===== config.mk =====
export PLATFORM = sky130hd
export DESIGN_NAME = srmc_top
export DESIGN_NICKNAME = d
export VERILOG_FILES = /design/src/common/srmc_pkg.sv /design/src/srmc_sync.sv /design/src/srmc_top.sv
export SDC_FILE = /design/constraint.sdc
export NUM_CORES = 1
export LEC_CHECK = 0
export BUFFER_PORTS_ARGS = -buffer_cell sky130_fd_sc_hd__buf_2
export CORE_ASPECT_RATIO = 0.8
export CORE_MARGIN = 10
export CORE_UTILIZATION = 45
export DETAILED_ROUTE_END_ITERATION = 8
export PLACE_DENSITY = 0.7
export REMOVE_ABC_BUFFERS = 1
export SYNTH_ARGS = -nofsm -noshare
export SYNTH_HDL_FRONTEND = slang
export SYNTH_HIERARCHICAL = 1
export SYNTH_SLANG_ARGS = --single-unit

===== constraint.sdc =====
create_clock -name REF_CLK_IN -period 3.78 [get_ports REF_CLK_IN]
set_clock_uncertainty 0.05 [all_clocks]
set_input_delay 0.189 -clock REF_CLK_IN [delete_from_list [all_inputs] [get_ports REF_CLK_IN]]
set_output_delay 0.189 -clock REF_CLK_IN [all_outputs]
set_load 0.1 [all_outputs]

===== src/common/srmc_pkg.sv =====
// Purpose: Constants for the switch reset and mode control block
// Assumes: 250 MHz reference clock, word-aligned register port
// Notes:   Strap codes, register map and status fields live here

package srmc_pkg;

    // ------------------------------------------------------------
    // Clock and timing
    // ------------------------------------------------------------
    localparam int CLK_MHZ      = 250;
    localparam int SMB_HALF_NS  = 5000;
    localparam int SMB_HALF_INT = (SMB_HALF_NS * CLK_MHZ) / 1000;
    localparam int SMB_CNT_W    = 11;
    localparam logic [SMB_CNT_W-1:0] SMB_HALF_CYC = SMB_CNT_W'(SMB_HALF_INT);

    // ------------------------------------------------------------
    // Register port
    // ------------------------------------------------------------
    localparam int ADDR_W = 8;
    localparam int DATA_W = 32;
    localparam logic [ADDR_W-1:0] REG_SWITCH_CONTROL_REGISTER_ADDR  = 8'h00;
    localparam logic [ADDR_W-1:0] REG_STATUS_ADDR = 8'h04;
    localparam int SWITCH_CONTROL_REGISTER_HALT_BIT = 0;

    // Status word fields
    localparam int ST_STATE_LSB = 0;
    localparam int ST_NORMAL    = 2;
    localparam int ST_QUASI     = 3;
    localparam int ST_STRAP_LSB = 4;
    localparam int ST_FSEL      = 8;
    localparam int ST_CLKM_LSB  = 9;
    localparam int ST_MODE_LSB  = 16;

    // ------------------------------------------------------------
    // Straps
    // ------------------------------------------------------------
    localparam int STRAP_W = 4;
    localparam int CLKM_W  = 2;
    localparam int PIN_W   = 2 + STRAP_W + 1 + CLKM_W;

    localparam logic [STRAP_W-1:0] SW_SINGLE       = 4'h0;
    localparam logic [STRAP_W-1:0] SW_SINGLE_EE    = 4'h1;
    localparam logic [STRAP_W-1:0] SW_SINGLE_J0    = 4'h2;
    localparam logic [STRAP_W-1:0] SW_SINGLE_J1    = 4'h3;
    localparam logic [STRAP_W-1:0] SW_RSVD_LO      = 4'h4;
    localparam logic [STRAP_W-1:0] SW_RSVD_HI      = 4'h7;
    localparam logic [STRAP_W-1:0] SW_LOWLAT       = 4'h8;
    localparam logic [STRAP_W-1:0] SW_LOWLAT_EE    = 4'h9;
    localparam logic [STRAP_W-1:0] SW_MULTI_UA     = 4'hA;
    localparam logic [STRAP_W-1:0] SW_MULTI_UA_I2C = 4'hB;
    localparam logic [STRAP_W-1:0] SW_MULTI_UA_EE  = 4'hC;
    localparam logic [STRAP_W-1:0] SW_MULTI_UA_ALL = 4'hD;
    localparam logic [STRAP_W-1:0] SW_MULTI_DIS_A  = 4'hE;
    localparam logic [STRAP_W-1:0] SW_MULTI_DIS_B  = 4'hF;

    // Reference clock select
    localparam logic       FSEL_100 = 1'b0;
    localparam logic [7:0] MHZ_100  = 8'h64;
    localparam logic [7:0] MHZ_125  = 8'h7D;

    // EEPROM load kinds
    localparam logic [1:0] EE_NONE  = 2'h0;
    localparam logic [1:0] EE_PLAIN = 2'h1;
    localparam logic [1:0] EE_JUMP0 = 2'h2;
    localparam logic [1:0] EE_JUMP1 = 2'h3;

    // Decoded mode vector
    localparam int MD_EE_LSB = 0;
    localparam int MD_MULTI  = 2;
    localparam int MD_LAT    = 3;
    localparam int MD_I2C    = 4;
    localparam int MD_DIS    = 5;
    localparam int MD_RSVD   = 6;
    localparam int MD_W      = 7;

    typedef enum logic [1:0] {
        S_IN_RESET,
        S_EEPROM_INIT,
        S_QUASI_RESET,
        S_NORMAL
    } srmc_state_type;

endpackage


===== src/srmc_sync.sv =====
// Purpose: Three-stage pin synchroniser with agreement filter
// Assumes: Inputs are asynchronous to REF clock
// Notes:   Output moves only when stages two and three agree

`timescale 1ns/1ns

module srmc_sync #(
    parameter int WIDTH = 1
) (
    // Clock, reset, enable
    input  wire logic             clk_in,
    input  wire logic             rst_in,
    input  wire logic             ce_in,
    // Data
    input  wire logic [WIDTH-1:0] d_in,
    output logic      [WIDTH-1:0] q_out
);

    logic [WIDTH-1:0] stage1;
    logic [WIDTH-1:0] stage2;
    logic [WIDTH-1:0] stage3;

    // ------------------------------------------------------------
    // Shift chain; stage1 feeds only stage2
    // ------------------------------------------------------------
    always_ff @(posedge clk_in)
    begin
        if (rst_in)
        begin
            stage1 <= '0;
            stage2 <= '0;
            stage3 <= '0;
        end
        else if (ce_in)
        begin
            stage1 <= d_in;
            stage2 <= stage1;
            stage3 <= stage2;
        end
    end

    // ------------------------------------------------------------
    // Accept a new value only once it has stood two samples
    // ------------------------------------------------------------
    always_ff @(posedge clk_in)
    begin
        if (rst_in)
            q_out <= '0;
        else if (ce_in && (stage2 == stage3))
            q_out <= stage3;
    end

endmodule


===== src/srmc_top.sv =====
// Purpose: Fundamental reset, halt-after-reset and strap decode
// Assumes: Straps static after reset release; one 250 MHz clock
// Notes:   Master serial clock is open drain, driven low only
//
// Behaviour
// [RULE1] Fundamental reset holds all logic in reset; captured straps and decoded mode outputs keep their values through it
// [RULE2] Halt strap during reset leaves device quasi-reset
// [RULE3] Quasi-reset accepts register access, no switching
// [RULE4] Clearing halt bit starts normal operation
// [RULE5] Frequency select 0 is 100, 1 is 125 MHz
// [RULE6] Board keeps mode straps static after reset
// [RULE7] Codes 0 to 3 single partition, EEPROM variants
// [RULE8] Codes 4 to 7 reserved, board avoids them
// [RULE9] Codes 8,9 reduced latency, 9 adds EEPROM
// [RULE10] Codes A to D multi-partition, unattached ports
// [RULE11] Codes E,F multi-partition, unassigned ports disabled
// [RULE12] Port clocking mode taken from two select pins
// [RULE13] Master serial clock runs only during accesses
// [RULE14] Straps captured at reset release, held until reset
// [RULE15] Without halt, go to EEPROM load or normal
//
// Added by the designer: strobed register access and the address map.

`timescale 1ns/1ns

module srmc_top (
    // Clock, reset, enable
    input  wire logic                          REF_CLK_IN,
    input  wire logic                          RST_IN,
    input  wire logic                          CE_IN,
    // Board pins
    input  wire logic                          FUNDAMENTAL_RESET_N_IN,
    input  wire logic                          HALT_AFTER_RESET_IN,
    input  wire logic [srmc_pkg::STRAP_W-1:0]  SWITCH_CONFIG_STRAP_IN,
    input  wire logic                          REFCLK_FREQ_SELECT_IN,
    input  wire logic [srmc_pkg::CLKM_W-1:0]   PORT_CLOCKING_SELECT_IN,
    // Master serial clock pin
    input  wire logic                          MGMT_MASTER_SERIAL_CLOCK_IN,
    output logic                               MGMT_MASTER_SERIAL_CLOCK_OUT,
    output logic                               MGMT_MASTER_SERIAL_CLOCK_OE_OUT,
    // EEPROM loader and expander access
    input  wire logic                          EEPROM_DONE_IN,
    input  wire logic                          IOEXP_ACCESS_IN,
    // Register port
    input  wire logic [srmc_pkg::ADDR_W-1:0]   ADDR_IN,
    input  wire logic [srmc_pkg::DATA_W-1:0]   WDATA_IN,
    input  wire logic                          WR_IN,
    input  wire logic                          RD_IN,
    output logic      [srmc_pkg::DATA_W-1:0]   RDATA_OUT,
    // Operating state
    output logic                               INTERNAL_RESET_OUT,
    output logic                               EEPROM_INIT_OUT,
    output logic                               QUASI_RESET_OUT,
    output logic                               NORMAL_OP_OUT,
    // Decoded configuration
    output logic [1:0]                         EEPROM_KIND_OUT,
    output logic                               MULTI_PARTITION_OUT,
    output logic                               REDUCED_LATENCY_OUT,
    output logic                               I2C_RESET_OUT,
    output logic                               PORTS_DISABLED_OUT,
    output logic                               STRAP_RESERVED_OUT,
    output logic [7:0]                         REFCLK_MHZ_OUT,
    output logic [srmc_pkg::CLKM_W-1:0]        PORT_CLOCK_MODE_OUT
);

    // ------------------------------------------------------------
    // Declarations
    // ------------------------------------------------------------
    logic [srmc_pkg::PIN_W-1:0]     pins_sync;
    logic                           fund_n_s;
    logic                           halt_s;
    logic [srmc_pkg::STRAP_W-1:0]   strap_s;
    logic                           fsel_s;
    logic [srmc_pkg::CLKM_W-1:0]    clkm_s;
    logic                           smb_clk_s;
    logic                           in_reset;
    logic                           release_now;

    srmc_pkg::srmc_state_type       state;
    srmc_pkg::srmc_state_type       next_state;

    logic                           halt_latched;
    logic                           halt_bit;
    logic [srmc_pkg::STRAP_W-1:0]   strap_cap;
    logic                           fsel_cap;
    logic [srmc_pkg::CLKM_W-1:0]    clkm_cap;
    logic [srmc_pkg::MD_W-1:0]      mode_cap;
    logic [srmc_pkg::MD_W-1:0]      live_mode;

    logic                           smb_active;
    logic [srmc_pkg::SMB_CNT_W-1:0] smb_cnt;
    logic                           smb_low;
    logic [srmc_pkg::DATA_W-1:0]    read_mux;
    logic                           wr_switch_control_register;

    // ------------------------------------------------------------
    // Strap decode
    // ------------------------------------------------------------
    function automatic logic [srmc_pkg::MD_W-1:0] decode_mode(
        input logic [srmc_pkg::STRAP_W-1:0] code
    );
        logic [srmc_pkg::MD_W-1:0] m;
        m = '0;
        case (code)
            srmc_pkg::SW_SINGLE:
                m[srmc_pkg::MD_EE_LSB +: 2] = srmc_pkg::EE_NONE; // RULE7
            srmc_pkg::SW_SINGLE_EE:
                m[srmc_pkg::MD_EE_LSB +: 2] = srmc_pkg::EE_PLAIN; // RULE7
            srmc_pkg::SW_SINGLE_J0:
                m[srmc_pkg::MD_EE_LSB +: 2] = srmc_pkg::EE_JUMP0; // RULE7
            srmc_pkg::SW_SINGLE_J1:
                m[srmc_pkg::MD_EE_LSB +: 2] = srmc_pkg::EE_JUMP1; // RULE7
            srmc_pkg::SW_LOWLAT:
                m[srmc_pkg::MD_LAT] = 1'b1; // RULE9
            srmc_pkg::SW_LOWLAT_EE:
            begin
                m[srmc_pkg::MD_LAT]         = 1'b1; // RULE9
                m[srmc_pkg::MD_EE_LSB +: 2] = srmc_pkg::EE_PLAIN;
            end
            srmc_pkg::SW_MULTI_UA:
                m[srmc_pkg::MD_MULTI] = 1'b1; // RULE10
            srmc_pkg::SW_MULTI_UA_I2C:
            begin
                m[srmc_pkg::MD_MULTI] = 1'b1; // RULE10
                m[srmc_pkg::MD_I2C]   = 1'b1;
            end
            srmc_pkg::SW_MULTI_UA_EE:
            begin
                m[srmc_pkg::MD_MULTI]       = 1'b1; // RULE10
                m[srmc_pkg::MD_EE_LSB +: 2] = srmc_pkg::EE_PLAIN;
            end
            srmc_pkg::SW_MULTI_UA_ALL:
            begin
                m[srmc_pkg::MD_MULTI]       = 1'b1; // RULE10
                m[srmc_pkg::MD_I2C]         = 1'b1;
                m[srmc_pkg::MD_EE_LSB +: 2] = srmc_pkg::EE_PLAIN;
            end
            srmc_pkg::SW_MULTI_DIS_A,
            srmc_pkg::SW_MULTI_DIS_B:
            begin
                m[srmc_pkg::MD_MULTI] = 1'b1; // RULE11
                m[srmc_pkg::MD_DIS]   = 1'b1; // RULE11
            end
            // Reserved codes run as plain single partition, flagged
            default:
                m[srmc_pkg::MD_RSVD] = 1'b1; // RULE8
        endcase
        return m;
    endfunction

    // ------------------------------------------------------------
    // Pin synchronisers
    // ------------------------------------------------------------
    srmc_sync #(
        .WIDTH (srmc_pkg::PIN_W)
    ) u_pin_sync (
        .clk_in (REF_CLK_IN),
        .rst_in (RST_IN),
        .ce_in  (CE_IN),
        .d_in   ({FUNDAMENTAL_RESET_N_IN, HALT_AFTER_RESET_IN, SWITCH_CONFIG_STRAP_IN,
                  REFCLK_FREQ_SELECT_IN, PORT_CLOCKING_SELECT_IN}),
        .q_out  (pins_sync)
    );

    srmc_sync #(
        .WIDTH (1)
    ) u_smb_sync (
        .clk_in (REF_CLK_IN),
        .rst_in (RST_IN),
        .ce_in  (CE_IN),
        .d_in   (MGMT_MASTER_SERIAL_CLOCK_IN),
        .q_out  (smb_clk_s)
    );

    assign {fund_n_s, halt_s, strap_s, fsel_s, clkm_s} = pins_sync;

    assign in_reset    = ~fund_n_s;
    assign release_now = (state == srmc_pkg::S_IN_RESET) && !in_reset;
    assign live_mode   = decode_mode(strap_s);
    assign wr_switch_control_register    = WR_IN && (ADDR_IN == srmc_pkg::REG_SWITCH_CONTROL_REGISTER_ADDR)
                         && (state != srmc_pkg::S_IN_RESET);

    // ------------------------------------------------------------
    // Operating state
    // ------------------------------------------------------------
    always_comb
    begin
        next_state = state;
        case (state)
            srmc_pkg::S_IN_RESET:
            begin
                if (!in_reset)
                begin
                    if (live_mode[srmc_pkg::MD_EE_LSB +: 2] != srmc_pkg::EE_NONE)
                        next_state = srmc_pkg::S_EEPROM_INIT; // RULE15
                    else if (halt_latched || halt_s)
                        next_state = srmc_pkg::S_QUASI_RESET; // RULE2
                    else
                        next_state = srmc_pkg::S_NORMAL; // RULE15
                end
            end
            srmc_pkg::S_EEPROM_INIT:
            begin
                if (EEPROM_DONE_IN)
                    next_state = halt_bit ? srmc_pkg::S_QUASI_RESET : srmc_pkg::S_NORMAL;
            end
            srmc_pkg::S_QUASI_RESET:
            begin
                if (!halt_bit)
                    next_state = srmc_pkg::S_NORMAL; // RULE4
            end
            srmc_pkg::S_NORMAL:
                next_state = srmc_pkg::S_NORMAL;
            default:
                next_state = srmc_pkg::S_IN_RESET;
        endcase
        if (in_reset)
            next_state = srmc_pkg::S_IN_RESET; // RULE1
    end

    always_ff @(posedge REF_CLK_IN)
    begin
        if (RST_IN)
            state <= srmc_pkg::S_IN_RESET;
        else if (CE_IN)
            state <= next_state;
    end

    // Registered state flags
    always_ff @(posedge REF_CLK_IN)
    begin
        if (RST_IN)
        begin
            INTERNAL_RESET_OUT <= 1'b1;
            EEPROM_INIT_OUT    <= 1'b0;
            QUASI_RESET_OUT    <= 1'b0;
            NORMAL_OP_OUT      <= 1'b0;
        end
        else if (CE_IN)
        begin
            INTERNAL_RESET_OUT <= (next_state == srmc_pkg::S_IN_RESET); // RULE1
            EEPROM_INIT_OUT    <= (next_state == srmc_pkg::S_EEPROM_INIT);
            QUASI_RESET_OUT    <= (next_state == srmc_pkg::S_QUASI_RESET); // RULE3
            NORMAL_OP_OUT      <= (next_state == srmc_pkg::S_NORMAL); // RULE3
        end
    end

    // ------------------------------------------------------------
    // Halt request gathered over the whole reset sequence
    // ------------------------------------------------------------
    always_ff @(posedge REF_CLK_IN)
    begin
        if (RST_IN)
            halt_latched <= 1'b0;
        else if (CE_IN)
        begin
            if (in_reset && (state != srmc_pkg::S_IN_RESET))
                halt_latched <= halt_s;
            else if (in_reset)
                halt_latched <= halt_latched | halt_s; // RULE2
        end
    end

    // Halt bit: set by hardware at release, cleared by software
    always_ff @(posedge REF_CLK_IN)
    begin
        if (RST_IN)
            halt_bit <= 1'b0;
        else if (CE_IN)
        begin
            if (in_reset)
                halt_bit <= 1'b0; // RULE1
            else if (release_now)
                halt_bit <= halt_latched | halt_s; // RULE2
            else if (wr_switch_control_register)
                halt_bit <= WDATA_IN[srmc_pkg::SWITCH_CONTROL_REGISTER_HALT_BIT]; // RULE4
        end
    end

    // ------------------------------------------------------------
    // Strap capture at reset release
    // ------------------------------------------------------------
    // Later strap movement is ignored, so a glitching board cannot
    // change the mode of a running switch
    always_ff @(posedge REF_CLK_IN)
    begin
        if (RST_IN)
        begin
            strap_cap <= srmc_pkg::SW_SINGLE;
            fsel_cap  <= srmc_pkg::FSEL_100;
            clkm_cap  <= '0;
            mode_cap  <= '0;
        end
        else if (CE_IN && release_now)
        begin
            strap_cap <= strap_s; // RULE14 RULE6
            fsel_cap  <= fsel_s; // RULE14
            clkm_cap  <= clkm_s; // RULE14
            mode_cap  <= live_mode; // RULE14
        end
    end

    assign EEPROM_KIND_OUT     = mode_cap[srmc_pkg::MD_EE_LSB +: 2]; // RULE7
    assign MULTI_PARTITION_OUT = mode_cap[srmc_pkg::MD_MULTI]; // RULE10
    assign REDUCED_LATENCY_OUT = mode_cap[srmc_pkg::MD_LAT]; // RULE9
    assign I2C_RESET_OUT       = mode_cap[srmc_pkg::MD_I2C]; // RULE10
    assign PORTS_DISABLED_OUT  = mode_cap[srmc_pkg::MD_DIS]; // RULE11
    assign STRAP_RESERVED_OUT  = mode_cap[srmc_pkg::MD_RSVD];
    assign REFCLK_MHZ_OUT      = (fsel_cap == srmc_pkg::FSEL_100) ? srmc_pkg::MHZ_100
                                                                   : srmc_pkg::MHZ_125; // RULE5
    assign PORT_CLOCK_MODE_OUT = clkm_cap; // RULE12

    // ------------------------------------------------------------
    // Master serial clock
    // ------------------------------------------------------------
    // Open drain: only the low phase is driven, the pull-up makes
    // the high phase, and a slave holding it low stretches it
    assign smb_active = (state == srmc_pkg::S_EEPROM_INIT)
                        || (IOEXP_ACCESS_IN && (state != srmc_pkg::S_IN_RESET)); // RULE13

    always_ff @(posedge REF_CLK_IN)
    begin
        if (RST_IN)
        begin
            smb_cnt <= '0;
            smb_low <= 1'b0;
        end
        else if (CE_IN)
        begin
            if (!smb_active)
            begin
                smb_cnt <= '0;
                smb_low <= 1'b0; // RULE13
            end
            else if (!smb_low && !smb_clk_s)
                smb_cnt <= '0;
            else if (smb_cnt == srmc_pkg::SMB_HALF_CYC - 1'b1)
            begin
                smb_cnt <= '0;
                smb_low <= !smb_low;
            end
            else
                smb_cnt <= smb_cnt + 1'b1;
        end
    end

    assign MGMT_MASTER_SERIAL_CLOCK_OUT    = 1'b0;
    assign MGMT_MASTER_SERIAL_CLOCK_OE_OUT = smb_low; // RULE13

    // ------------------------------------------------------------
    // Register read
    // ------------------------------------------------------------
    always_comb
    begin
        read_mux = '0;
        case (ADDR_IN)
            srmc_pkg::REG_SWITCH_CONTROL_REGISTER_ADDR:
                read_mux[srmc_pkg::SWITCH_CONTROL_REGISTER_HALT_BIT] = halt_bit;
            srmc_pkg::REG_STATUS_ADDR:
            begin
                read_mux[srmc_pkg::ST_STATE_LSB +: 2]                = 2'(state);
                read_mux[srmc_pkg::ST_NORMAL]                        = NORMAL_OP_OUT;
                read_mux[srmc_pkg::ST_QUASI]                         = QUASI_RESET_OUT;
                read_mux[srmc_pkg::ST_STRAP_LSB +: srmc_pkg::STRAP_W] = strap_cap;
                read_mux[srmc_pkg::ST_FSEL]                          = fsel_cap;
                read_mux[srmc_pkg::ST_CLKM_LSB +: srmc_pkg::CLKM_W]   = clkm_cap;
                read_mux[srmc_pkg::ST_MODE_LSB +: srmc_pkg::MD_W]     = mode_cap;
            end
            default:
                read_mux = '0;
        endcase
    end

    // Read data stands only in the cycle after the strobe
    always_ff @(posedge REF_CLK_IN)
    begin
        if (RST_IN)
            RDATA_OUT <= '0;
        else if (CE_IN)
            RDATA_OUT <= RD_IN ? read_mux : '0; // RULE3
    end

endmodule


# == After elaboration in Yosys (flattened, before gate mapping) ==
# Index checks and enable logic that the tools add are counted.
# classes
shift,0
add_sub_neg,1
magnitude_cmp,0
n_reduce_logical,28
eq_ne,25
n_bitwise,2
div_mod_pow,0
n_mux,29
mul,0
# op_table
op,count
2-to-1 mux 11 bit,3
== test 4 bit (second input constant),8
2-to-1 mux 23 bit,1
2-to-1 mux 1 bit,15
OR reduction 12 bit,1
adder 11 x 1 -> 11 bit (second input constant),1
== test 11 bit (second input constant),1
2-to-1 mux 10 bit,1
== test 9 bit,1
logical AND 1 bit,9
== test 2 bit (second input constant),4
== test 4 x 2 -> 1 bit (second input constant),2
== test 8 x 3 -> 1 bit (second input constant),1
zero test 8 bit,1
2-to-1 mux 2 bit,4
one-hot mux 2 bit (4 select lines),1
2-to-1 mux 7 bit,1
one-hot mux 2 bit (3 select lines),1
OR reduction 2 bit,3
OR reduction 6 bit,1
2-to-1 mux 5 bit,1
== test 2 x 1 -> 1 bit (second input constant),2
== test 4 x 1 -> 1 bit (second input constant),1
zero test 2 bit,2
other kinds (14),19
# totals
memories,0
latchBits,0
register_bits,106
output_inout_bits,55
romBits,0
mem_bits_rw,0

# == Longest topological paths before layout ==
# Gate-level depths: netlist of run 1.
# logic_depth
word_depth,8
depth_mapped,7
ltp_nobuf,6

# == Cells and area by module ==
# Netlist of run 1, hierarchy kept.
# by_module_without_submodules
module,area_each_um2,cells_per_inst,instances
srmc_top,2448.6,299,1
srmc_sync (u_pin_sync),1451.4,142,1
srmc_sync (u_smb_sync),171.4,16,1

# == Least setup slack after synthesis of run 1 ==
# Ideal clock, no wire load.
# synth_path
path_kind,register to register
start,register smb_low (netlist: MGMT_MASTER_SERIAL_CLOCK_OE_OUT)
end,register smb_cnt[0] in the netlist's numbering
period_less_slack_ns,1.796
path_stages_with_launch,5
arrival_ns,1.619
path_slack_ns,1.984
path_cell_list,dfxtp_1 or2_2 a31oi_1 clkbuf_1 nor2_1
# synth_via
elab_chain_len,4
# synth_rtl
item,line,rtl
from (decl),srmc_top.sv:92,logic smb_low;
from (signal assigned),srmc_top.sv:340,smb_low <= !smb_low;
zero test 1 bit,srmc_top.sv:335,else if (!smb_low && !smb_clk_s)
logical AND 1 bit,srmc_top.sv:335,
2-to-1 mux 11 bit,srmc_top.sv:335,
2-to-1 mux 11 bit,srmc_top.sv:330,if (!smb_active)
to (signal assigned),srmc_top.sv:343,smb_cnt <= smb_cnt + 1'b1;
to (decl),srmc_top.sv:91,logic [srmc_pkg::SMB_CNT_W-1:0] smb_cnt;
# Every way passes these cells.
# A chain may end at the register's enable or synchronous reset.

# == Worst setup path after layout of run 1 ==
# layout_path
start,register smb_cnt[0] in the netlist's numbering
end,register smb_cnt[4] in the netlist's numbering
# layout_via
elab_chain_len,4
elab_cells_between_ends,5
# layout_rtl
item,line,rtl
adder 11 x 1 -> 11 bit / == test 11 bit (equally long branches),"srmc_top.sv:343, srmc_top.sv:337",
2-to-1 mux 11 bit *,srmc_top.sv:337,else if (smb_cnt == srmc_pkg::SMB_HALF_CYC - 1'b1)
2-to-1 mux 11 bit *,srmc_top.sv:335,
2-to-1 mux 11 bit *,srmc_top.sv:330,
# Every way passes the cells marked *; elsewhere a longest branch is shown, timed or not.

==> results.txt, run 1 <==
Synth warnings - 6
wire length of the first global-routing pass - 14600 um
share of cells above drive strength 1 - 17.8%
Worst R2R Setup Slack - 1.74 ns
die area - 0.0133 sq mm
worst slew pin tran - 0.996 ns
largest net degree at the start of global routing - 59
Clock Latency Late Sink - 0.34 ns
drt pass-1 iters - 4
Layout Nets - 555
initial core utilization - 47.2%
Area growth syn-to-layout - 13.8%
syn_area_per_cell - 8.91 sq um
CP max FO - 11
port buffer count - 60
Root Buffer - clkbuf_16
top cell type's share of synthesized area - 45.2%
Distinct cells, synth - 49
depth of the worst register-to-register path - 5
crit path DAT - 2.18 ns
DR DRC count - 0
core box area - 0.00863 sq mm
Remaining Overflow, GRT - 0
worst hold slack - 0.0320 ns
clock slew at the register clock pins of the worst setup and hold paths - 0.06 ns
Worst Path Class, Setup - reg2reg
dpl hpwl - 6000 um
Max transition margin - 33.1%
ANT cells - 0
Max Buffers Root-to-Sink - 2
maximum vdd drop - 0.353 mV
Num CTS Buffers - 9
clock sink count - 92
setup bufs post-CTS - 0
Setup Viol. Count Final - 0
Routed WL per cell - 14.1 um
final period utilization - 53.9%
nature of the critical path startpoint - register
crit end category - register
num rows - 30
HP Start - PORT_CLOCKING_SELECT_IN[0]
fillers - 820
outcome - finished, final reports clean
start point of the critical path - smb_cnt[0]
Fmax - 0.491 GHz
Hold/Removal Path Class - in2reg
Cells after Synth - 457
Post-synth ARST share - 0%
Ports - 112
die height - 105 um
initial antenna violation count - 0
RSZ-0062 raised after global routing - false
vias per inst - 5.18
hold-critical path depth - 3
Synth Cell Area - 0.00407 sq mm
sequential share of the synthesized area - 45.2%
TritonCTS clock tree - done
pwr/cell area - 471 mW/mm^2
max-slew violations - 0
hold endpoint - u_pin_sync/stage1[0]
RD Place Congestion - 0.810
Top FF cell, synth - dfxtp_1
Synth area leader - dfxtp_1
reg2reg end - smb_cnt[4]
Final ANT Viol Nets - 0
post-CTS sizing - 0
routed wire length - 8660 um
initial DRC count - 278
Worst Path Required - 3.92 ns
Max Cap Violations - 0
Pleak - 0.00187 uW
vias in the first global route - 3038
setup TNS - 0 ns
FF+latch count, synth - 92
H-tree levels - 3
number of enable flip-flop cells after synthesis - 0
DR vias - 3176
Die W - 126 um
count of hold-fix buffers inserted at cts - 0
synth top area cells - dfxtp_1 (45%), mux2i_1 (8.6%), nor2_1 (6.4%), a21oi_1 (5.5%), buf_4 (4.8%)
Critical R2R Launch - smb_cnt[0]
GRT Util Overall - 13.0%
post-layout min period - 2.04 ns
Final Hold Fails - 0
[critical path, stage by stage, from the launching register on]
cell and delay (ns):
dfxtp_1 0.40, ha_1 0.16, nor4bb_1 0.29, nand4_1 0.18
a31oi_1 0.69, nor2_1 0.12
[registers in the layout, indices dropped and copies added (netlist names), 2 cells and up]
name and flops:
state 2, PORT_CLOCK_MODE_OUT 2, strap_cap 4, mode_cap 7
smb_cnt 11, u_pin_sync/stage1 9, u_pin_sync/stage3 9, u_pin_sync/q_out 9
u_pin_sync/stage2 9, RDATA_OUT 18
[metal layers]
layer	vias to the layer above	GRT usage [%]	routed length [um]
met5	-	0	0
met4	0	4.79	163
met3	18	5.56	528
met2	76	21.0	4050
met1	1472	15.1	3920
li1	1610	-	-
[synthesized netlist by cell type (3+ instances only)]
cell       number
dfxtp_1        92
nor2_1         69
a21oi_1        45
mux2i_1        35
nand2_1        33
buf_4          26
clkbuf_1       20
nor2b_1        17
xnor2_1        16
nand4_1        14
o31ai_1         9
inv_1           8
nand2b_1        6
nor3_1          5
o21ai_0         5
nand3_1         4
xor2_1          4
nand3b_1        3
nor4_1          3
o2111ai_1       3
[where the power goes]
part	total, uW	switching, uW	leakage [uW]	internal (uW)
clock network	988	370	0.000166	617
registers	994	10.7	0.000744	983
logic	200	159	0.000961	41.5
[cell families (layout without fill, tap and decap cells)]
logic type	after synthesis	after routing	share of synthesized area (%)
DFF	92	92	45.2
buffers and inverters	61	87	8.48
adders and majority gates	2	2	0.615
muxes	36	36	8.88
other	2	20	0.184
AOI/OAI and AO/OA	73	73	10.9
xor gates and xnor gates	20	20	4.30
and+or+nand+nor	171	171	21.4
[layout by cell type, fill, tap and decap left out, types with 2 or more instances in the layout]
master,n
bufinv_16,2
nand4_1,14
nor3_1,5
nor2b_1,17
ha_1,2
o2111ai_1,3
a211oi_1,2
o21ai_0,5
nor4b_1,2
nand4_2,2
o31ai_1,9
nand2b_1,6
xor2_1,4
nor2_1,69
nand3_1,4
o32ai_1,2
xnor2_1,16
buf_2,60
conb_1,20
mux2i_1,35
nand2_1,33
dfxtp_1,92
nand3b_1,3
and4_1,2
nor4_1,3
clkbuf_8,2
a31oi_1,2
buf_4,2
a21oi_1,45
clkbuf_16,9
inv_1,8
[worst max-delay path by stage]
stage,end,depth (start not counted)
finish,smb_cnt[4],5
global route,smb_cnt[3],5
CTS,smb_cnt[4],5
detailed placement,RDATA_OUT[3],5
global placement,RDATA_OUT[19],5
floorplan,fsel_cap,2
[layout make-up]
cell class	instances	area [sq um]	share of cell area, %
Clock inverter	5	82.6	1.78
Clock buffer	11	253	5.45
Tap cell	112	140	3.02
Inverter	8	30.0	0.648
Sequential cell	92	1840	39.7
Multi-Input combinational cell	322	1950	42.1
Timing Repair Buffer	63	335	7.24
[per-stage QoR]
stage	setup slack (ns)	area, sq um	util (%)	instances	total power [uW]
after floorplan	1.13	3820	-	422	1160
after global placement	1.56	4300	49.8	597	1210
after detailed placement	1.57	4300	49.8	597	1210
after CTS	1.70	4630	53.7	613	2200
after global routing	1.47	4630	53.7	613	2260
final	1.74	4630	53.7	613	2180
No activity file was read; power rests on OpenSTA's default activity.
==> run 2: changes to the inputs <==
PLACE_DENSITY = 0.73   (was 0.7)
clock period = 1.7 ns   (was 3.78 ns; I/O delays follow)
==> results.txt, run 2 (synthesis results as in run 1) <==
ANT cells - 0
initial antenna violation count - 0
DR vias - 3278
vias per inst - 5.07
most frequent cells in the layout - dfxtp_1 (92), nor2_1 (69), buf_2 (60)
outcome - finished, final reports clean
Routed WL per cell - 14.4 um
worst slew pin tran - 0.639 ns
CP max FO - 11
hold endpoint - halt_bit
clock group share of total power - 42.4%
Hold/Removal Path Class - in2reg
DR DRC count - 0
Largest register FFs - 18
nature of the critical path startpoint - register
Setup Viol. Count Final - 0
register area - 0.00184 sq mm
final worst slack - 0.0804 ns
max-slew violations - 0
post-layout util - 57.2%
pwr/cell area - 952 mW/mm^2
total power - 4700 uW
Max Buffers Root-to-Sink - 2
Remaining Overflow, GRT - 0
wire length of the first global-routing pass - 15500 um
routed wire length - 9340 um
num rows - 30
crit path cell chain - mux2i_1 -> nor2_1 -> a31oi_4 -> buf_4 -> nor2_1
Fmax - 0.617 GHz
biggest regs - RDATA_OUT: 18 flops, smb_cnt: 11 flops
largest net degree at the start of global routing - 33
cell mode on critical path - nor2_1
core box area - 0.00863 sq mm
final period utilization - 95.3%
Final Hold Fails - 0
initial DRC count - 238
share of cells above drive strength 1 - 21.1%
CP top delay family - flip-flops
Root Buffer - clkbuf_16
die area - 0.0133 sq mm
dpl hpwl - 6710 um
die height - 105 um
Pleak - 0.00201 uW
crit path DAT - 1.80 ns
Max Cap Violations - 0
depth of the worst register-to-register path - 5
area of the multi-input gates - 0.00199 sq mm
clock slew at the register clock pins of the worst setup and hold paths - 0.06 ns
port buffer count - 60
Worst R2R Setup Slack - 0.08 ns
reg2reg end - smb_cnt[6]
GRT Util Overall - 13.8%
sequential power share - 47.0%
Most flops, register - RDATA_OUT
Final ANT Viol Nets - 0
Psw - 1190 uW
combinational power share - 10.6%
Place WS - 0.00276 ns
Area growth syn-to-layout - 21.2%
Die W - 126 um
initial core utilization - 47.2%
RD Place Congestion - 0.837
crit end category - register
H-tree levels - 3
P_int - 3510 uW
Bufs and invs on worst path - 1
Worst Path Class, Setup - reg2reg
slowest cell on the critical path - dfxtp_1
drt pass-1 iters - 4
Num CTS Buffers - 9
post-layout min period - 1.62 ns
Max stage delay on crit path - 0.53 ns
Layout Nets - 589
maximum vdd drop - 0.631 mV
Worst Path Required - 1.88 ns
HP Start - WDATA_IN[0]
Ports - 112
Max transition margin - 57.2%
Critical R2R Launch - state[1]
switch share - 25.4%
placed inst area - 0.00447 sq mm
Finished Cell Area - 0.00493 sq mm
Clock Latency Late Sink - 0.34 ns
vias in the first global route - 3245
TritonCTS clock tree - done
hold-critical path depth - 3
fillers - 804
commonest non-fill, non-tap cell in the layout - dfxtp_1
clock sink count - 92
[run 2: what timing repair did]
item	CTS	global route
hold buffers	11	0
setup endpoints to repair	1	12
gates resized for setup	2	6
endpoints found under the hold margin	11	0
gates cloned	0	1
pin swaps	2	2
buffers inserted	1	0
[run 2: area by class of cell]
| cell class | instances | area share [%] |
|---|---|---|
| multi-input combinational | 322 | 40.3 |
| sequential | 92 | 37.3 |
| timing repair buffer | 97 | 12.9 |
| clock buffer | 12 | 4.99 |
| tap | 112 | 2.84 |
| clock inverter | 4 | 1.12 |
| inverter | 8 | 0.609 |
[run 2: through the flow]
step,hold slack [ns],std cells,setup TNS (ns)
after floorplan,0.104,422,-6.12
after global placement,0.270,618,0
after detailed placement,0.277,618,0
after CTS,0.0453,646,0
after global routing,0.124,647,-0.00940
final,0.0548,647,0
[run 2: power by group through the flow]
stage	Combinational (uW)	Sequential, uW	Clock, uW
6_report	498	2210	1990
5_1_grt	532	2210	2130
4_1_cts	490	2210	2040
3_5_place_dp	468	2260	0
2_1_floorplan	321	2250	0
3_3_place_gp	458	2250	0
[run 2: how the worst max path moves through the flow]
stage | startpoint | to | slack (ns) | cells past startpoint
floorplan | fsel_cap | fsel_cap | -0.95 | 2
global placement | smb_cnt[1] | MGMT_MASTER_SERIAL_CLOCK_OE_OUT | 0.06 | 6
detailed placement | smb_cnt[1] | MGMT_MASTER_SERIAL_CLOCK_OE_OUT | 0.003 | 6
CTS | smb_cnt[1] | smb_cnt[1] | 0.02 | 8
global route | smb_cnt[1] | MGMT_MASTER_SERIAL_CLOCK_OE_OUT | -0.009 | 6
finish | state[1] | smb_cnt[6] | 0.08 | 5
[run 2: metal layers]
metal | GRT usage, % | part of all wire [%]
met1 | 15.8 | 42
met2 | 23.4 | 51
met4 | 4.06 | 0.86
met3 | 5.00 | 6.4
met5 | 0 | 0
[run 2: worst min-delay path, cell delays in order]
cell and delay (ns):
buf_2 0.08, o2111ai_1 0.11, mux2i_1 0.12
